===== config.mk =====
export PLATFORM = sky130hd
export DESIGN_NAME = lsa_align_monitor
export DESIGN_NICKNAME = d
export VERILOG_FILES = /design/src/hw/lsa_pkg.sv /design/src/hw/lsa_align_monitor.sv
export SDC_FILE = /design/constraint.sdc
export NUM_CORES = 1
export LEC_CHECK = 0
export BUFFER_PORTS_ARGS = -buffer_cell sky130_fd_sc_hd__buf_2
export CORE_MARGIN = 1
export CORE_UTILIZATION = 54
export DETAILED_ROUTE_END_ITERATION = 16
export PLACE_DENSITY = 0.81
export SLEW_MARGIN = 20
export SYNTH_ARGS = -nofsm -noshare
export SYNTH_HDL_FRONTEND = slang
export SYNTH_SLANG_ARGS = --single-unit

===== constraint.sdc =====
create_clock -name clock_i -period 3.7 [get_ports clock_i]
set_clock_uncertainty 0.15 [all_clocks]
set_input_delay 0.74 -clock clock_i [delete_from_list [all_inputs] [get_ports clock_i]]
set_output_delay 0.74 -clock clock_i [all_outputs]
set_load 0.005 [all_outputs]

===== src/hw/lsa_pkg.sv =====
// Purpose: shared constants and types of the lmfc/sysref alignment monitor
// Assumes: 32-bit avalon-mm data, registers one word each at index * 4
// Notes: register indices kept as printed; byte address is index * 4
package lsa_pkg;

  ////////////////////////////////////////////////////////////////////////////
  // bus geometry
  localparam int ADDR_W = 12;
  localparam int DATA_W = 32;
  localparam int IDX_W = 10;
  localparam int IDX_LSB = 2;

  // register indices
  localparam logic [IDX_W-1:0] IDX_WINDOW = 10'h037;
  localparam logic [IDX_W-1:0] IDX_PREV_ERR_LOW = 10'h038;
  localparam logic [IDX_W-1:0] IDX_PREV_ERR_HIGH = 10'h039;
  localparam logic [IDX_W-1:0] IDX_CONTROL = 10'h03A;
  localparam logic [IDX_W-1:0] IDX_ALIGN_STATUS = 10'h03B;
  localparam logic [IDX_W-1:0] IDX_CUR_ERR_LOW = 10'h03C;
  localparam logic [IDX_W-1:0] IDX_CUR_ERR_HIGH = 10'h03D;
  localparam logic [IDX_W-1:0] IDX_IRQ_STATUS = 10'h060;
  localparam logic [IDX_W-1:0] IDX_IRQ_ENABLE = 10'h061;
  localparam logic [IDX_W-1:0] IDX_IRQ_CLEAR = 10'h062;

  // field positions
  localparam int STAT_BUSY = 7;
  localparam int STAT_LOCK = 3;
  localparam int STAT_ROTATE = 2;
  localparam int STAT_OUTSIDE = 1;
  localparam int STAT_TRIP = 0;
  localparam int ERR_BELOW = 7;
  localparam int ERR_ABOVE = 6;
  localparam int CTL_ENABLE = 7;
  localparam int CTL_ARM = 6;
  localparam int CTL_CLR_STICKY = 5;
  localparam int CTL_CLR_PREV = 4;
  localparam int IRQ_TRIP = 0;
  localparam int IRQ_ROTATE = 1;
  localparam int IRQ_OUTSIDE = 2;
  localparam int IRQ_W = 3;

  // alignment mode codes
  localparam logic [3:0] MODE_ONE_SHOT = 4'h1;
  localparam logic [3:0] MODE_CONTINUOUS = 4'h2;
  localparam logic [3:0] MODE_MONITOR = 4'h8;
  localparam logic [3:0] MODE_ONE_SHOT_MON = 4'h9;

  // lmfc counter
  localparam int LMFC_CW = 8;
  localparam logic [LMFC_CW-1:0] LMFC_ALIGN_VAL = 8'h00;
  localparam logic signed [7:0] ERR_MAX = 8'sh07;
  localparam logic signed [7:0] ERR_MIN = -8'sh08;

  ////////////////////////////////////////////////////////////////////////////
  typedef enum logic [1:0] {
    LSA_IDLE,
    LSA_ARMED,
    LSA_MONITOR
  } lsa_fsm_t;

  typedef struct packed {
    logic read;
    logic write;
    logic [ADDR_W-1:0] address;
    logic [DATA_W-1:0] writedata;
    logic [3:0] byteenable;
  } lsa_avs_req_t;

  typedef struct packed {
    logic waitrequest;
    logic [DATA_W-1:0] readdata;
  } lsa_avs_rsp_t;

endpackage : lsa_pkg


===== src/hw/lsa_align_monitor.sv =====
// Purpose: lmfc to sysref phase alignment, status and phase-error reporting
// Assumes: sysref_i is asynchronous; avalon-mm slave with waitrequest
// Notes: all state lives in one packed struct registered in one process;
//   sysref is seen two edges after the pin, the result one edge later;
//   an adjust restarts the lmfc at the measuring edge, so that latency is
//   part of every error reported afterwards
//
// Overview of operation
// - mode 0b1001 aligns once, then monitors
// - busy at status bit 7 while machine runs
// - locked at status bit 3 inside window
// - sticky rotated at bit 2 on adjustment
// - bit 1 set when error outside window
// - sticky tripped at bit 0 on armed sysref
// - current error four-bit signed cycle count
// - adjustment copies error, zeroes current error
// - below flag at bit 7 of high register
// - above flag at bit 6 of high register
// - rising sticky clear clears rotated and tripped
// - rising previous clear clears previous record
// - error inside plus/minus window never adjusts
// - one-shot, continuous and monitor-only modes supported
`timescale 1ns/100ps
`default_nettype none

module lsa_align_monitor #(
  parameter int LMFC_PERIOD = 16
) (
  // clock and reset
  input wire logic clock_i,
  input wire logic nrst_i,
  // avalon-mm slave
  input wire lsa_pkg::lsa_avs_req_t avs_req_i,
  output lsa_pkg::lsa_avs_rsp_t avs_rsp_o,
  // sysref and local multiframe clock
  input wire logic sysref_i,
  output logic lmfc_o,
  output logic adjust_o,
  // interrupt
  output logic irq_o
);

  ////////////////////////////////////////////////////////////////////////////
  typedef struct packed {
    // sysref synchroniser and edge history
    logic sref_meta;
    logic sref_sync;
    logic sref_prev;
    // lmfc
    logic [lsa_pkg::LMFC_CW-1:0] lmfc_cnt;
    logic lmfc;
    logic adjust;
    // machine
    lsa_pkg::lsa_fsm_t fsm;
    // software controls
    logic [1:0] window;
    logic [7:0] control;
    logic [7:0] control_prev;
    // status
    logic locked;
    logic rotated;
    logic outside;
    logic tripped;
    logic [3:0] cur_err;
    logic cur_below;
    logic cur_above;
    logic [3:0] prev_err;
    logic prev_below;
    logic prev_above;
    // interrupts
    logic [lsa_pkg::IRQ_W-1:0] irq_stat;
    logic [lsa_pkg::IRQ_W-1:0] irq_en;
    logic irq;
    // bus answer
    logic waitrequest;
    logic [lsa_pkg::DATA_W-1:0] readdata;
  } lsa_state_t;

  localparam lsa_state_t STATE_RST = '{
    fsm: lsa_pkg::LSA_IDLE,
    waitrequest: 1'b1,
    default: '0
  };

  localparam logic [lsa_pkg::LMFC_CW-1:0] PERIOD_LAST = lsa_pkg::LMFC_CW'(LMFC_PERIOD - 1);
  localparam logic [lsa_pkg::LMFC_CW-1:0] PERIOD_HALF = lsa_pkg::LMFC_CW'(LMFC_PERIOD / 2);
  localparam logic [lsa_pkg::LMFC_CW-1:0] PERIOD_VAL = lsa_pkg::LMFC_CW'(LMFC_PERIOD);
  // field widths within the byte-wide registers
  localparam int MODE_W = 4;
  localparam int WIN_W = 2;

  lsa_state_t st_reg;
  lsa_state_t st_next;

  logic sref_edge;
  logic measure;
  logic signed [7:0] err_wide;
  logic signed [7:0] err_clamp;
  logic signed [7:0] win_s;
  logic below;
  logic above;
  logic in_win;
  logic do_adjust;
  logic arm_rise;
  logic clr_sticky;
  logic clr_prev;
  logic bus_acc;
  logic wr_acc;
  logic byte0;
  logic [lsa_pkg::IDX_W-1:0] idx;
  logic [7:0] wbyte;
  logic [7:0] rbyte;
  logic [3:0] mode;
  logic [lsa_pkg::IRQ_W-1:0] irq_src;
  logic [lsa_pkg::IRQ_W-1:0] irq_evt;

  ////////////////////////////////////////////////////////////////////////////
  // phase measurement: error is the lmfc count at the sysref edge, folded
  // to a signed value about the lmfc edge
  // counts from half a period up read as early, the rest as late
  always_comb begin
    if (st_reg.lmfc_cnt >= PERIOD_HALF) begin
      err_wide = $signed(st_reg.lmfc_cnt - PERIOD_VAL);
    end else begin
      err_wide = $signed(st_reg.lmfc_cnt);
    end
    // saturate so a far-off edge still reads as the extreme error
    if (err_wide > lsa_pkg::ERR_MAX) begin
      err_clamp = lsa_pkg::ERR_MAX;
    end else if (err_wide < lsa_pkg::ERR_MIN) begin
      err_clamp = lsa_pkg::ERR_MIN;
    end else begin
      err_clamp = err_wide;
    end
    win_s = $signed({6'h00, st_reg.window});
    below = err_wide < -win_s;
    above = err_wide > win_s;
    in_win = !below && !above;
  end

  ////////////////////////////////////////////////////////////////////////////
  // interrupt sources: tripped at bit 0, rotated at bit 1, outside at bit 2; an event is raised only on the
  // measuring edge, so a held sysref level cannot retrigger it
  assign irq_src[lsa_pkg::IRQ_TRIP] = st_reg.fsm == lsa_pkg::LSA_ARMED;
  assign irq_src[lsa_pkg::IRQ_ROTATE] = do_adjust;
  assign irq_src[lsa_pkg::IRQ_OUTSIDE] = !in_win;
  for (genvar b = 0; b < lsa_pkg::IRQ_W; b++) begin : g_irq_evt
    assign irq_evt[b] = measure && irq_src[b];
  end

  ////////////////////////////////////////////////////////////////////////////
  // register read mux
  // unmapped and write-only indices read as zero
  always_comb begin
    case (idx)
      lsa_pkg::IDX_WINDOW: rbyte = {6'h00, st_reg.window};
      lsa_pkg::IDX_PREV_ERR_LOW: rbyte = {4'h0, st_reg.prev_err};
      lsa_pkg::IDX_PREV_ERR_HIGH: rbyte = {st_reg.prev_below, st_reg.prev_above, 6'h00};
      lsa_pkg::IDX_CONTROL: rbyte = st_reg.control;
      lsa_pkg::IDX_ALIGN_STATUS: begin
        rbyte = 8'h00;
        rbyte[lsa_pkg::STAT_BUSY] = st_reg.fsm != lsa_pkg::LSA_IDLE;
        rbyte[lsa_pkg::STAT_LOCK] = st_reg.locked;
        rbyte[lsa_pkg::STAT_ROTATE] = st_reg.rotated;
        rbyte[lsa_pkg::STAT_OUTSIDE] = st_reg.outside;
        rbyte[lsa_pkg::STAT_TRIP] = st_reg.tripped;
      end
      lsa_pkg::IDX_CUR_ERR_LOW: rbyte = {4'h0, st_reg.cur_err};
      lsa_pkg::IDX_CUR_ERR_HIGH: rbyte = {st_reg.cur_below, st_reg.cur_above, 6'h00};
      lsa_pkg::IDX_IRQ_STATUS: rbyte = {5'h00, st_reg.irq_stat};
      lsa_pkg::IDX_IRQ_ENABLE: rbyte = {5'h00, st_reg.irq_en};
      default: rbyte = 8'h00;
    endcase
  end

  ////////////////////////////////////////////////////////////////////////////
  // next state
  always_comb begin
    st_next = st_reg;
    idx = avs_req_i.address[lsa_pkg::IDX_LSB +: lsa_pkg::IDX_W];
    wbyte = avs_req_i.writedata[7:0];
    byte0 = avs_req_i.byteenable[0];
    mode = st_reg.control[MODE_W-1:0];

    // sysref passes two flops before any logic sees it
    st_next.sref_meta = sysref_i;
    st_next.sref_sync = st_reg.sref_meta;
    st_next.sref_prev = st_reg.sref_sync;
    sref_edge = st_reg.sref_sync && !st_reg.sref_prev;

    // bus: one idle wait cycle, then the answer with waitrequest low
    // the wait cycle buys a registered read mux at two cycles per access;
    // readdata is zero outside the answer so a stray sample reads nothing
    bus_acc = (avs_req_i.read || avs_req_i.write) && !st_reg.waitrequest;
    wr_acc = bus_acc && avs_req_i.write && byte0;
    st_next.waitrequest = !((avs_req_i.read || avs_req_i.write) && st_reg.waitrequest);
    st_next.readdata = '0;
    if ((avs_req_i.read || avs_req_i.write) && st_reg.waitrequest) begin
      st_next.readdata = {24'h000000, rbyte};
    end

    // software writes
    // every field sits in the low byte, so byte lane 0 must be enabled
    if (wr_acc) begin
      case (idx)
        lsa_pkg::IDX_WINDOW: st_next.window = wbyte[WIN_W-1:0];
        lsa_pkg::IDX_CONTROL: st_next.control = wbyte;
        lsa_pkg::IDX_IRQ_ENABLE: st_next.irq_en = wbyte[lsa_pkg::IRQ_W-1:0];
        lsa_pkg::IDX_IRQ_CLEAR: st_next.irq_stat = st_reg.irq_stat & ~wbyte[lsa_pkg::IRQ_W-1:0];
        default: st_next.window = st_next.window;
      endcase
    end

    // control strobes act on their rising edge
    st_next.control_prev = st_reg.control;
    arm_rise = st_reg.control[lsa_pkg::CTL_ARM] && !st_reg.control_prev[lsa_pkg::CTL_ARM];
    clr_sticky = st_reg.control[lsa_pkg::CTL_CLR_STICKY]
                 && !st_reg.control_prev[lsa_pkg::CTL_CLR_STICKY];
    clr_prev = st_reg.control[lsa_pkg::CTL_CLR_PREV]
               && !st_reg.control_prev[lsa_pkg::CTL_CLR_PREV];
    if (clr_sticky) begin
      st_next.rotated = 1'b0;
      st_next.tripped = 1'b0;
    end
    if (clr_prev) begin
      st_next.prev_err = 4'h0;
      st_next.prev_below = 1'b0;
      st_next.prev_above = 1'b0;
    end

    // free-running lmfc
    // an adjust below overrides this count; the wrap compare uses >= so a
    // count left out of range by a smaller period still returns to zero
    if (st_reg.lmfc_cnt >= PERIOD_LAST) begin
      st_next.lmfc_cnt = '0;
    end else begin
      st_next.lmfc_cnt = st_reg.lmfc_cnt + lsa_pkg::LMFC_CW'(1);
    end
    st_next.lmfc = st_next.lmfc_cnt < PERIOD_HALF;

    // alignment machine
    measure = 1'b0;
    do_adjust = 1'b0;
    case (st_reg.fsm)
      lsa_pkg::LSA_IDLE: begin
        // only the rising edge of arm counts, so a held arm bit does not
        // re-arm after a one-shot; sysref while idle trips nothing
        if (arm_rise && st_reg.control[lsa_pkg::CTL_ENABLE]) begin
          st_next.fsm = lsa_pkg::LSA_ARMED;
        end
      end
      lsa_pkg::LSA_ARMED: begin
        if (sref_edge) begin
          measure = 1'b1;
          st_next.tripped = 1'b1;
          case (mode)
            lsa_pkg::MODE_ONE_SHOT: begin
              do_adjust = !in_win;
              st_next.fsm = lsa_pkg::LSA_IDLE;
            end
            lsa_pkg::MODE_ONE_SHOT_MON: begin
              do_adjust = !in_win;
              st_next.fsm = lsa_pkg::LSA_MONITOR;
            end
            lsa_pkg::MODE_CONTINUOUS: begin
              do_adjust = !in_win;
              st_next.fsm = lsa_pkg::LSA_MONITOR;
            end
            lsa_pkg::MODE_MONITOR: st_next.fsm = lsa_pkg::LSA_MONITOR;
            // unknown mode codes trip but leave the machine idle
            default: st_next.fsm = lsa_pkg::LSA_IDLE;
          endcase
        end
      end
      lsa_pkg::LSA_MONITOR: begin
        if (sref_edge) begin
          measure = 1'b1;
          // one-shot-then-monitor and monitor-only never adjust here
          do_adjust = (mode == lsa_pkg::MODE_CONTINUOUS) && !in_win;
        end
        if (arm_rise) begin
          st_next.fsm = lsa_pkg::LSA_ARMED;
        end
      end
      default: st_next.fsm = lsa_pkg::LSA_IDLE;
    endcase
    // disabling stops the machine at once; flags keep their last value
    if (!st_reg.control[lsa_pkg::CTL_ENABLE]) begin
      st_next.fsm = lsa_pkg::LSA_IDLE;
    end

    // locked and outside come from one compare, so they are never both set
    if (measure) begin
      st_next.locked = in_win;
      st_next.outside = !in_win;
      if (do_adjust) begin
        st_next.lmfc_cnt = lsa_pkg::LMFC_ALIGN_VAL;
        st_next.lmfc = 1'b1;
        st_next.rotated = 1'b1;
        st_next.prev_err = err_clamp[3:0];
        st_next.prev_below = below;
        st_next.prev_above = above;
        st_next.cur_err = 4'h0;
        st_next.cur_below = 1'b0;
        st_next.cur_above = 1'b0;
      end else begin
        st_next.cur_err = err_clamp[3:0];
        st_next.cur_below = below;
        st_next.cur_above = above;
      end
    end
    st_next.adjust = do_adjust;

    // interrupt: events set after any clear so a same-cycle event survives
    st_next.irq_stat = st_next.irq_stat | irq_evt;
    // the level output takes the next state, so it leaves a flop
    st_next.irq = |(st_next.irq_stat & st_next.irq_en);
  end

  ////////////////////////////////////////////////////////////////////////////
  // asynchronous clear to constants only
  always_ff @(posedge clock_i or negedge nrst_i) begin
    if (!nrst_i) begin
      st_reg <= STATE_RST;
    end else begin
      st_reg <= st_next;
    end
  end

  ////////////////////////////////////////////////////////////////////////////
  // every output is a bit of the registered state
  assign avs_rsp_o.waitrequest = st_reg.waitrequest;
  assign avs_rsp_o.readdata = st_reg.readdata;
  assign lmfc_o = st_reg.lmfc;
  assign adjust_o = st_reg.adjust;
  assign irq_o = st_reg.irq;

endmodule : lsa_align_monitor

`default_nettype wire


==> results of run 1 <==
layout by cell type, fill, tap and decap left out, drive strengths merged, types with 8 or more instances in the layout:
cell type and count:
a21oi 15, nand2 36, dfrtp 59, clkbuf 12, mux2i 13, inv 20, mux2 12, nor3 13
nand2b 8, nor2 22, o21ai 18, buf 39, ha 18, conb 25
worst max path at each step:
| stage | to | depth (start not counted) |
|---|---|---|
| floorplan | st_reg[51] | 16 |
| global placement | st_reg[45] | 14 |
| detailed placement | st_reg[44] | 14 |
| CTS | st_reg[48] | 14 |
| global route | st_reg[48] | 14 |
| finish | st_reg[44] | 14 |
where the power goes:
| part | total (mW) | internal, mW | switching (mW) |
|---|---|---|---|
| sequential | 0.673 | 0.664 | 0.00887 |
| combinational | 0.0913 | 0.0339 | 0.0574 |
| clock | 0.732 | 0.483 | 0.249 |
| total | 1.50 | 1.18 | 0.315 |
per-layer routing:
layer	wire, um	share of wire	vias to the layer above	GRT usage
li1	-	-	1272	-
met1	3050	0.44	1263	0.274
met2	3290	0.48	94	0.344
met3	383	0.056	17	0.0626
met4	155	0.023	0	0.0658
met5	0	0	-	0
stage by stage:
| step | util | hold WS [ns] |
|---|---|---|
| floorplan | - | 0.181 |
| global placement | 0.573 | 0.185 |
| detailed placement | 0.573 | 0.186 |
| CTS | 0.613 | 0.199 |
| global route | 0.613 | 0.202 |
| finish | 0.613 | 0.192 |
what timing repair did:
item,CTS,global route
hold buffers,0,0
setup endpoints to repair,0,2
hold endpoints to repair,0,0
gates resized for setup,0,1
final cells by class:
cell class	count	area (um2)
clock inverters	4	95.1
inverters	20	77.6
multi-input cells	260	1760
flip-flops and latches	60	1500
clock buffers	12	155
fillers	524	2460
well taps	77	96.3
repair buffers	39	205
cells in the mapped netlist, types with 2 or more instances:
master,n
sky130_fd_sc_hd__a21o_1,4
sky130_fd_sc_hd__a21oi_1,15
sky130_fd_sc_hd__nand2b_1,8
sky130_fd_sc_hd__o31ai_1,4
sky130_fd_sc_hd__o2111ai_1,2
sky130_fd_sc_hd__and3_1,3
sky130_fd_sc_hd__or3b_2,2
sky130_fd_sc_hd__o41ai_1,2
sky130_fd_sc_hd__buf_6,2
sky130_fd_sc_hd__or3_1,6
sky130_fd_sc_hd__a31oi_1,2
sky130_fd_sc_hd__nor2b_1,2
sky130_fd_sc_hd__nor3_2,5
sky130_fd_sc_hd__dfrtp_1,59
sky130_fd_sc_hd__nor2_1,22
sky130_fd_sc_hd__and2_1,5
sky130_fd_sc_hd__o31ai_2,2
sky130_fd_sc_hd__o21ai_0,17
sky130_fd_sc_hd__nand2_1,36
sky130_fd_sc_hd__a221oi_1,3
sky130_fd_sc_hd__ha_1,18
sky130_fd_sc_hd__nor3_1,8
sky130_fd_sc_hd__clkbuf_1,6
sky130_fd_sc_hd__mux2i_1,13
sky130_fd_sc_hd__o21a_1,2
sky130_fd_sc_hd__mux2_2,12
sky130_fd_sc_hd__xnor2_1,5
sky130_fd_sc_hd__nand3b_1,3
sky130_fd_sc_hd__buf_4,33
sky130_fd_sc_hd__inv_1,19
sky130_fd_sc_hd__nand3_1,5
worst register-to-register path, stage by stage (launching register included):
cell and delay [ns]:
sky130_fd_sc_hd__dfrtp_1 0.45, sky130_fd_sc_hd__inv_1 0.15, sky130_fd_sc_hd__ha_2 0.26, sky130_fd_sc_hd__nor3b_1 0.26
sky130_fd_sc_hd__nand2_1 0.14, sky130_fd_sc_hd__nor2_1 0.10, sky130_fd_sc_hd__a21oi_1 0.05, sky130_fd_sc_hd__ha_1 0.29
sky130_fd_sc_hd__a21oi_1 0.19, sky130_fd_sc_hd__inv_1 0.06, sky130_fd_sc_hd__o311a_1 0.37, sky130_fd_sc_hd__o22ai_2 0.26
sky130_fd_sc_hd__o21ai_4 0.14, sky130_fd_sc_hd__buf_4 0.21, sky130_fd_sc_hd__mux2i_1 0.13
cells by family (layout without fill, tap and decap cells):
logic type      after synthesis  in the layout  synth area share
other cells                   1             25           0.00106
simple gates                117            117             0.175
xor+xnor                      6              6            0.0148
mux                          25             25            0.0748
buf+inv                      62             75             0.106
fa+ha+maj                    18             18            0.0635
flops                        60             60             0.424
compound gates               69             69             0.141
==> results.txt, run 1 <==
----------------------------------------------------
[Finish]
  Total inserted antenna cells ... 0
  Cell Count, Final, Fillers Out ... between 400 and 500
  Share of final-layout standard cells stronger than drive strength 1 ... 0.215
  Max reg flops ... 38
  Number of nets at the end of the flow ... 461
  Area growth syn-to-layout ... 9.81%
  Final instance area ... 0.00389 mm2

[STA]
  Setup TNS Final ... 0 ns
  Final Hold Violating Endpoints ... 0
  Post-layout worst setup margin ... 0.352 ns
  Final period demand of the worst path ... 3.35 ns
  Max Clk Rate ... 299 MHz
  Transition time at the pin with the least slew margin ... 0.704 ns
  Unrepaired setup endpoints after global routing ... no
  Relative slew margins ... 0.526
  Final setup fails ... 0
  Final Cycle Share ... 0.905
  Number of pins with negative max-slew slack in the final report ... 0

[Setup path]
  Critical Path Fanout Max ... 8
  Crit path cell chain ... inv_1 > ha_2 > nor3b_1 > nand2_1 > nor2_1 > a21oi_1 > ha_1 > a21oi_1 > inv_1 > o311a_1 > o22ai_2 > o21ai_4 > buf_4 > mux2i_1
  Slowest stage cell on the critical path ... sky130_fd_sc_hd__dfrtp_1
  Crit Path Class ... reg2reg
  Signal arrival time at the worst endpoint ... 3.39 ns
  Reg2reg setup slack ... 0.35 ns
  Slowest cell delay on critical path ... around 0.45 ns
  Category of the worst setup path launch point ... flip-flop
  Number of cells on the worst reg-to-reg path ... 14
  Critical path's top delay family ... compound AO/OA/AOI/OAI gates
  Start point of the critical path ... st_reg[83]
  Capturing element type of the critical path ... flip-flop
  Critical Path RT ... 3.74 ns
  FF-to-FF End ... st_reg[44]
  Start of the worst register-to-register path ... st_reg[83]
  WP buf/inv ... 3

[CTS]
  Number of sinks handled by clock tree synthesis ... 60
  Number of buffers inserted during clock tree synthesis ... 9
  Level count of the clock H-tree ... 3
  Clk_lat worst skew ... ~0.34 ns
  Root cell of the clock tree ... sky130_fd_sc_hd__clkbuf_8
  Clk slew on worst S/H paths ... approximately 0.070 ns
  Number of post-CTS setup repair buffers ... 0
  Clock tree buffer depth ... 2
  CTS tree ... yes

[Synthesis]
  Number of unique standard cell types used by synthesis ... 64
  Async set-reset flop share out of synthesis ... 1.00
  Yosys warnings ... 0
  Number of storage elements in the synthesis netlist ... 60
  Post-synth EDFFs ... 0
  Largest area contributor in the synthesized netlist ... sky130_fd_sc_hd__dfrtp_1
  Gate Count Post-Synth ... 358
  Mean instance size in the synthesized netlist ... between 9 and 10 um2
  Dominant synthesized flop cell ... sky130_fd_sc_hd__dfrtp_1
  Cell types occupying the most area after synthesis ... sky130_fd_sc_hd__dfrtp_1 (42%), sky130_fd_sc_hd__buf_4 (7.0%), sky130_fd_sc_hd__ha_1 (6.4%)
  Proportion of netlist area held by the largest area contributor ... 0.416
  Sequential area share after synthesis ... 0.424
  Cell area after technology mapping ... ~0.0035 mm2

[Place]
  Placed instance count ... 456
  Final weighted congestion of routability-driven global placement ... 0.862
  Area of placed instances ... 0.00364 mm2
  Estimated wirelength of the detail-placed design ... 5.10 mm
  Post-placement worst setup slack ... 0.323 ns
  # port buffers ... 35

[Floorplanning]
  Core ar. ... 0.00635 mm2
  Width of the die ... between 80 and 90 um
  Die Y ... 83.0 um
  Area of the die ... 0.00689 mm2
  Cell row count ... 29
  Starting density of the core ... 0.558
  Number of placed I/O pins ... 89

[Route]
  DRC marker count from the first detailed-route iteration ... 113
  Mean routed wirelength per cell ... about 15 um
  Detail-routed via count per cell ... 5.61
  Drt drc ... 0
  Post-detailed-routing wire length ... 6.88 mm
  Vias post-DR ... 2646
  Number of nets with antenna violations after detailed routing ... 0
  DRT Pass-1 Iters ... 5

[Global route]
  Total GRT Usage ... 0.212
  First-pass GRT wire length ... 11.6 mm
  Number of global-route vias before repair ... roughly 2400
  Total congestion overflow ... 0
  Number of antenna violations at the first check in global routing ... 0
  Pin count of the biggest net entering global routing ... 40

[Min path]
  Worst min path class ... in2async

[Power and ir drop]
  Worst IR drop on VDD ... 0.000345 V
  Leakage dissipation ... 1.87 nW
  Power density over the cells ... about 380 mW/mm2
  Overall power consumption ... 1.50 mW

[Outcome]
  Result of the run ... finished clean

[Run]
  Number of violations of the max-capacitance limit ... 0

----------------------------------------------------
(Power assumes the default switching activity.)
==> run 2, diff against run 1 <==
--- a/config.mk
+++ b/config.mk
@@ -7,9 +7,8 @@
 export LEC_CHECK = 0
 export BUFFER_PORTS_ARGS = -buffer_cell sky130_fd_sc_hd__buf_2
 export CORE_MARGIN = 1
-export CORE_UTILIZATION = 54
+export CORE_UTILIZATION = 30
 export DETAILED_ROUTE_END_ITERATION = 16
-export PLACE_DENSITY = 0.81
 export SLEW_MARGIN = 20
 export SYNTH_ARGS = -nofsm -noshare
 export SYNTH_HDL_FRONTEND = slang
==> run 2 against run 1 <==
Net effect:
- maximum frequency increased by 0.49%
- hold slack got worse by 0.082 ns
- sequential share of layout area decreased by 1.1 points
- combinational power decreased by 1%
- first-iteration DRC count increased by 35%
- total power increased by 2.2%
- via count decreased by 2.8%
- non-clock buffer count increased by 1
- core utilization decreased by 26 points
- routed wire length increased by 4.1%
- largest power group unchanged
==> results.txt, run 2 (same netlist as run 1, synthesis figures left out) <==
----------------------------------------------------
[Place]
  Placed instance count ... 523 (was 456)
  Final weighted congestion of routability-driven global placement ... 0.855 (was 0.862)
  # port buffers ... 35 (unchanged)
  Estimated wirelength of the detail-placed design ... 5.45 mm (was 5.10 mm)
  Area of placed instances ... 0.00373 mm2 (was 0.00364 mm2)

[STA]
  Final Cycle Share ... 0.901 (was 0.905)
  Final period demand of the worst path ... 3.33 ns (was 3.35 ns)
  Number of pins with negative max-slew slack in the final report ... 0 (unchanged)
  Setup TNS Final ... 0 ns (unchanged)
  Final Hold Violating Endpoints ... 0 (unchanged)
  Max Clk Rate ... 300 MHz (was 299 MHz)
  Unrepaired setup endpoints after global routing ... no (unchanged)
  Transition time at the pin with the least slew margin ... 0.732 ns (was 0.704 ns)
  Final setup fails ... 0 (unchanged)
  Relative slew margins ... 0.507 (was 0.526)

[Route]
  DRC marker count from the first detailed-route iteration ... 153 (was 113)
  Drt drc ... 0 (unchanged)
  Number of nets with antenna violations after detailed routing ... 0 (unchanged)
  Post-detailed-routing wire length ... 7.16 mm (was 6.88 mm)
  Mean routed wirelength per cell ... 13.3 um (was 14.6 um)
  Vias post-DR ... 2572 (was 2646)
  DRT Pass-1 Iters ... 4 (was 5)
  Detail-routed via count per cell ... 4.77 (was 5.61)

[Setup path]
  Slowest cell delay on critical path ... 0.45 ns (about the same)
  Capturing element type of the critical path ... flip-flop (unchanged)
  Critical Path Fanout Max ... 8 (unchanged)
  Crit Path Class ... reg2reg (unchanged)
  Critical path's top delay family ... compound AO/OA/AOI/OAI gates (unchanged)
  Category of the worst setup path launch point ... flip-flop (unchanged)
  WP buf/inv ... 3 (unchanged)
  Critical Path RT ... 3.73 ns (was 3.74 ns)
  Slowest stage cell on the critical path ... sky130_fd_sc_hd__dfrtp_1 (unchanged)
  Crit path cell chain ... inv_1 > ha_1 > nor3b_1 > nand2_1 > nor2_1 > a21oi_1 > ha_1 > a21oi_1 > inv_1 > o311a_1 > o22ai_2 > o21ai_4 > buf_4 > mux2i_1 (was inv_1 > ha_2 > nor3b_1 > nand2_1 > nor2_1 > a21oi_1 > ha_1 > a21oi_1 > inv_1 > o311a_1 > o22ai_2 > o21ai_4 > buf_4 > mux2i_1)
  Signal arrival time at the worst endpoint ... 3.36 ns (was 3.39 ns)

[CTS]
  Number of buffers inserted during clock tree synthesis ... 9 (unchanged)
  Root cell of the clock tree ... sky130_fd_sc_hd__clkbuf_16 (was sky130_fd_sc_hd__clkbuf_8)
  Clk slew on worst S/H paths ... 0.05 ns (was 0.07 ns)
  CTS tree ... yes (unchanged)
  Clk_lat worst skew ... 0.32 ns (was 0.34 ns)
  Number of sinks handled by clock tree synthesis ... 60 (unchanged)
  Number of buffers inserted by hold repair at cts ... 0 (unchanged)
  Clock tree buffer depth ... 2 (unchanged)
  Number of gates given a new drive strength after cts ... 0 (unchanged)
  Number of post-CTS setup repair buffers ... 0 (unchanged)
  Level count of the clock H-tree ... 3 (unchanged)

[Floorplanning]
  Cell row count ... 39 (was 29)
  Area of the die ... 0.0123 mm2 (was 0.00689 mm2)
  Core ar. ... 0.0115 mm2 (was 0.00635 mm2)
  Starting density of the core ... 0.309 (was 0.558)
  Number of placed I/O pins ... 89 (unchanged)
  Width of the die ... 111 um (was 83.0 um)
  Die Y ... 111 um (was 83.0 um)

[Power and ir drop]
  Worst IR drop on VDD ... 0.000188 V (was 0.000345 V)
  Leakage dissipation ... 1.88 nW (was 1.87 nW)
  Power density over the cells ... 381 mW/mm2 (was 384 mW/mm2)

[Global route]
  First-pass GRT wire length ... 12.1 mm (was 11.6 mm)
  Pin count of the biggest net entering global routing ... 53 (was 40)
  Number of global-route vias before repair ... 2477 (was 2445)
  Total congestion overflow ... 0 (unchanged)
  Total GRT Usage ... 0.124 (was 0.212)
  Number of antenna violations at the first check in global routing ... 0 (unchanged)

[Finish]
  Commonest cells after routing, fill and taps aside ... sky130_fd_sc_hd__dfrtp_1 (59), sky130_fd_sc_hd__nand2_1 (36), sky130_fd_sc_hd__buf_2 (35) (unchanged)
  Area growth syn-to-layout ... 13.1% (was 9.81%)
  Commonest non-fill, non-tap cell in the layout ... sky130_fd_sc_hd__dfrtp_1 (unchanged)
  Final instance area ... 0.00401 mm2 (was 0.00389 mm2)
  Cell Count, Final, Fillers Out ... 539 (was 472)
  Total inserted antenna cells ... 0 (unchanged)
  Share of final-layout standard cells stronger than drive strength 1 ... 0.215 (about the same)
  Number of nets at the end of the flow ... 462 (was 461)
  Max reg flops ... 38 (unchanged)

[Outcome]
  Result of the run ... finished clean (unchanged)

[Run]
  Number of violations of the max-capacitance limit ... 0 (unchanged)

[Min path]
  Worst min path class ... in2async (unchanged)

----------------------------------------------------
-- run 2: cell count changes in the layout (fill, tap and decap cells not counted), sizes merged --
cell | previous run | this run
buf | 39 | 40
bufinv | 3 | 0
clkbuf | 12 | 11
clkinvlp | 0 | 2
clkinv | 1 | 3
-- run 2: path summary, 6_finish.rpt --
kind	start	endpoint	slack, ns	depth (start not counted)
min in group clock_i	st_next[87]	st_next[86]	0.19	0
max in group asynchronous	nrst_i	st_reg[54]	2.40	2
setup reg to reg	st_reg[83]	st_reg[45]	0.37	14
setup / recovery	st_reg[83]	st_reg[45]	0.37	14
hold reg to reg	st_next[87]	st_next[86]	0.19	0
hold / removal	nrst_i	st_reg[82]	0.11	1
-- run 2: worst register-to-register path, delay by kind of cell (launching register included) --
kind	cells	cell delay, ns
buf+inv	3	0.40
simple gates	3	0.52
flops	1	0.45
mux	1	0.12
compound gates	5	0.97
fa+ha+maj	2	0.58
-- run 2: power by group --
| part | internal (mW) | total (mW) | leakage, nW | switching (mW) |
|---|---|---|---|---|
| clock network | 0.472 | 0.766 | 0.132 | 0.294 |
| logic | 0.0338 | 0.0900 | 0.944 | 0.0562 |
| registers | 0.665 | 0.674 | 0.808 | 0.00875 |
| total | 1.17 | 1.53 | 1.88 | 0.359 |
-- run 2: area by class of cell --
cell class / instances / area [um2]
Tap cell: 143 / 179
Multi-Input combinational cell: 260 / 1760
Sequential cell: 60 / 1500
Fill cell: 1158 / 7460
Timing Repair Buffer: 40 / 213
Inverter: 20 / 77.6
Clock buffer: 11 / 243
Clock inverter: 5 / 37.5
-- run 2: stage by stage --
step,power [mW],hold WS [ns],util,setup slack (ns)
3_5_place_dp,0.776,0.185,0.325,0.394
3_3_place_gp,0.774,0.184,0.325,0.438
6_report,1.53,0.110,0.350,0.368
4_1_cts,1.55,0.107,0.350,0.357
5_1_grt,1.60,0.111,0.350,0.155
2_1_floorplan,0.755,0.181,-,0.501
-- run 2: per-layer routing --
metal / track usage / vias to the layer above / part of all wire / wire length (um)
met2: 0.200 / 86 / 0.47 / 3340
met4: 0.0364 / 0 / 0.0098 / 70
met3: 0.0377 / 7 / 0.059 / 422
li1: - / 1262 / - / -
met5: 0 / - / 0 / 0
met1: 0.159 / 1217 / 0.47 / 3330
==> run 3, diff against run 2 <==
--- a/config.mk
+++ b/config.mk
@@ -8,6 +8,8 @@
 export BUFFER_PORTS_ARGS = -buffer_cell sky130_fd_sc_hd__buf_2
 export CORE_MARGIN = 1
 export CORE_UTILIZATION = 30
+export CTS_BUF_LIST = sky130_fd_sc_hd__clkbuf_8
+export CTS_CLUSTER_SIZE = 12
 export DETAILED_ROUTE_END_ITERATION = 16
 export SLEW_MARGIN = 20
 export SYNTH_ARGS = -nofsm -noshare
==> run 3 against run 2 <==
Net effect:
- final area down 2.5%
- combinational power about the same
- first-iteration DRC count increased by 22%
- sequential power about the same
- critical path depth unchanged
- clock power fell by 31%
- non-clock buffer count unchanged
- clock-buffer cell count decreased by 1
- sequential share of layout area increased by 0.97 points
- hold slack worse by 0.023 ns
- routed wire length is 0.60% higher
- sequential cell count unchanged
==> results.txt, run 3 (same netlist as run 1, synthesis figures left out) <==
----------------------------------------------------
[Outcome]
  Result of the run ... finished clean (unchanged)

[Global route]
  First-pass GRT wire length ... 12.0 mm (was 12.1 mm)
  Number of antenna violations at the first check in global routing ... 0 (unchanged)
  Pin count of the biggest net entering global routing ... 53 (unchanged)
  Total congestion overflow ... 0 (unchanged)
  Number of global-route vias before repair ... 2465 (was 2477)
  Total GRT Usage ... 0.123 (was 0.124)

[STA]
  Number of pins with negative max-slew slack in the final report ... 0 (unchanged)
  Setup TNS Final ... 0 ns (unchanged)
  Final period demand of the worst path ... 3.34 ns (was 3.33 ns)
  Final setup fails ... 0 (unchanged)
  Relative slew margins ... 0.475 (was 0.507)
  Hold Worst Slack ... 0.0875 ns (was 0.110 ns)
  Max Clk Rate ... 299 MHz (was 300 MHz)
  Unrepaired setup endpoints after global routing ... no (unchanged)
  Post-layout worst setup margin ... 0.356 ns (was 0.368 ns)
  Final Cycle Share ... 0.904 (was 0.901)
  Final Hold Violating Endpoints ... 0 (unchanged)
  Transition time at the pin with the least slew margin ... 0.780 ns (was 0.732 ns)

[Finish]
  Commonest cells after routing, fill and taps aside ... sky130_fd_sc_hd__dfrtp_1 (59), sky130_fd_sc_hd__nand2_1 (36), sky130_fd_sc_hd__buf_2 (35) (unchanged)
  Total inserted antenna cells ... 0 (unchanged)
  Commonest non-fill, non-tap cell in the layout ... sky130_fd_sc_hd__dfrtp_1 (unchanged)
  Area growth syn-to-layout ... 10.3% (was 13.1%)
  Cell Count, Final, Fillers Out ... 539 (unchanged)
  Number of nets at the end of the flow ... 462 (unchanged)
  Final core occ ... 0.341 (was 0.350)
  Share of final-layout standard cells stronger than drive strength 1 ... 0.215 (unchanged)
  Max reg flops ... 38 (unchanged)
  Final instance area ... 0.00391 mm2 (was 0.00401 mm2)

[Min path]
  Worst min path class ... in2async (unchanged)

[CTS]
  Number of post-CTS setup repair buffers ... 0 (unchanged)
  Clock tree buffer depth ... 2 (unchanged)
  CTS tree ... yes (unchanged)
  Clk_lat worst skew ... 0.34 ns (was 0.32 ns)
  Level count of the clock H-tree ... 3 (unchanged)
  Number of sinks handled by clock tree synthesis ... 60 (unchanged)
  Number of gates given a new drive strength after cts ... 0 (unchanged)
  Clk slew on worst S/H paths ... 0.07 ns (was 0.05 ns)
  Number of buffers inserted during clock tree synthesis ... 9 (unchanged)
  Root cell of the clock tree ... sky130_fd_sc_hd__clkbuf_8 (was sky130_fd_sc_hd__clkbuf_16)
  Number of buffers inserted by hold repair at cts ... 0 (unchanged)

[Place]
  Estimated wirelength of the detail-placed design ... 5.45 mm (unchanged)
  Placed instance count ... 523 (unchanged)
  Post-placement worst setup slack ... 0.394 ns (unchanged)
  Area of placed instances ... 0.00373 mm2 (unchanged)
  # port buffers ... 35 (unchanged)
  Final weighted congestion of routability-driven global placement ... 0.855 (unchanged)

[Route]
  Number of nets with antenna violations after detailed routing ... 0 (unchanged)
  DRT Pass-1 Iters ... 4 (unchanged)
  Post-detailed-routing wire length ... 7.21 mm (was 7.16 mm)
  DRC marker count from the first detailed-route iteration ... 186 (was 153)
  Mean routed wirelength per cell ... 13.4 um (was 13.3 um)
  Detail-routed via count per cell ... 4.76 (was 4.77)
  Vias post-DR ... 2567 (was 2572)
  Drt drc ... 0 (unchanged)

[Floorplanning]
  Starting density of the core ... 0.309 (unchanged)
  Cell row count ... 39 (unchanged)
  Width of the die ... 111 um (unchanged)
  Core ar. ... 0.0115 mm2 (unchanged)
  Number of placed I/O pins ... 89 (unchanged)
  Area of the die ... 0.0123 mm2 (unchanged)
  Die Y ... 111 um (unchanged)

[Setup path]
  Crit Path Class ... reg2reg (unchanged)
  Reg2reg setup slack ... 0.36 ns (was 0.37 ns)
  Critical Path Fanout Max ... 8 (unchanged)
  FF-to-FF End ... st_reg[45] (unchanged)
  Category of the worst setup path launch point ... flip-flop (unchanged)
  Crit path cell chain ... inv_1 > ha_1 > nor3b_1 > nand2_1 > nor2_1 > a21oi_1 > ha_1 > a21oi_1 > inv_1 > o311a_1 > o22ai_2 > o21ai_4 > buf_4 > mux2i_1 (unchanged)
  WP buf/inv ... 3 (unchanged)
  Number of cells on the worst reg-to-reg path ... 14 (unchanged)
  Slowest stage cell on the critical path ... sky130_fd_sc_hd__dfrtp_1 (unchanged)
  Slowest cell delay on critical path ... 0.45 ns (about the same)
  Signal arrival time at the worst endpoint ... 3.39 ns (was 3.36 ns)
  Capturing element type of the critical path ... flip-flop (unchanged)
  Critical path's top delay family ... compound AO/OA/AOI/OAI gates (unchanged)
  Start of the worst register-to-register path ... st_reg[83] (unchanged)
  Critical Path RT ... 3.75 ns (was 3.73 ns)

[Power and ir drop]
  Combinational share of power ... 0.070 (was 0.059)
  Psw ... 0.333 mW (was 0.359 mW)
  Clk network pwr share ... 0.409 (was 0.501)
  Share of power burned in registers ... 0.521 (was 0.440)
  Leakage dissipation ... 1.84 nW (was 1.88 nW)
  Overall power consumption ... 1.29 mW (was 1.53 mW)
  Switching Share ... 0.258 (was 0.235)
  Power density over the cells ... 330 mW/mm2 (was 381 mW/mm2)
  Worst IR drop on VDD ... 0.000164 V (was 0.000188 V)
  Internal power consumption ... 0.957 mW (was 1.17 mW)

[Run]
  Number of violations of the max-capacitance limit ... 0 (unchanged)

----------------------------------------------------
[run 3: worst max path at each step]
stage / startpoint / end / slack (ns) / cells past startpoint
final: st_reg[83] / st_reg[45] / 0.36 / 14
after global routing: st_reg[83] / st_reg[45] / 0.15 / 14
after CTS: st_reg[83] / st_reg[45] / 0.35 / 14
after detailed placement: st_reg[83] / st_reg[45] / 0.39 / 14
after global placement: st_reg[83] / st_reg[45] / 0.44 / 14
after floorplan: st_reg[82] / st_reg[51] / 0.50 / 16
[run 3: area by class of cell]
cell class,instances,area [um2]
clock buffers,10,138
clock inverters,6,41.3
fillers,1178,7560
inverters,20,77.6
multi-input cells,260,1760
flip-flops and latches,60,1500
well taps,143,179
repair buffers,40,213
[run 3: power by group through the flow]
stage               Combinational (mW)  Clock, mW  Sequential [mW]
CTS                             0.0917      0.544            0.672
finish                          0.0901      0.527            0.672
global route                     0.105      0.578            0.673
floorplan                       0.0738          0            0.681
detailed placement              0.0913          0            0.685
global placement                0.0891          0            0.685
[run 3: metal layers]
metal	vias to the layer above	wire [um]	part of all wire	GRT usage
met3	10	376	0.052	0.0328
met5	-	0	0	0
li1	1257	-	-	-
met1	1215	3360	0.47	0.157
met4	0	115	0.016	0.0498
met2	85	3360	0.47	0.198
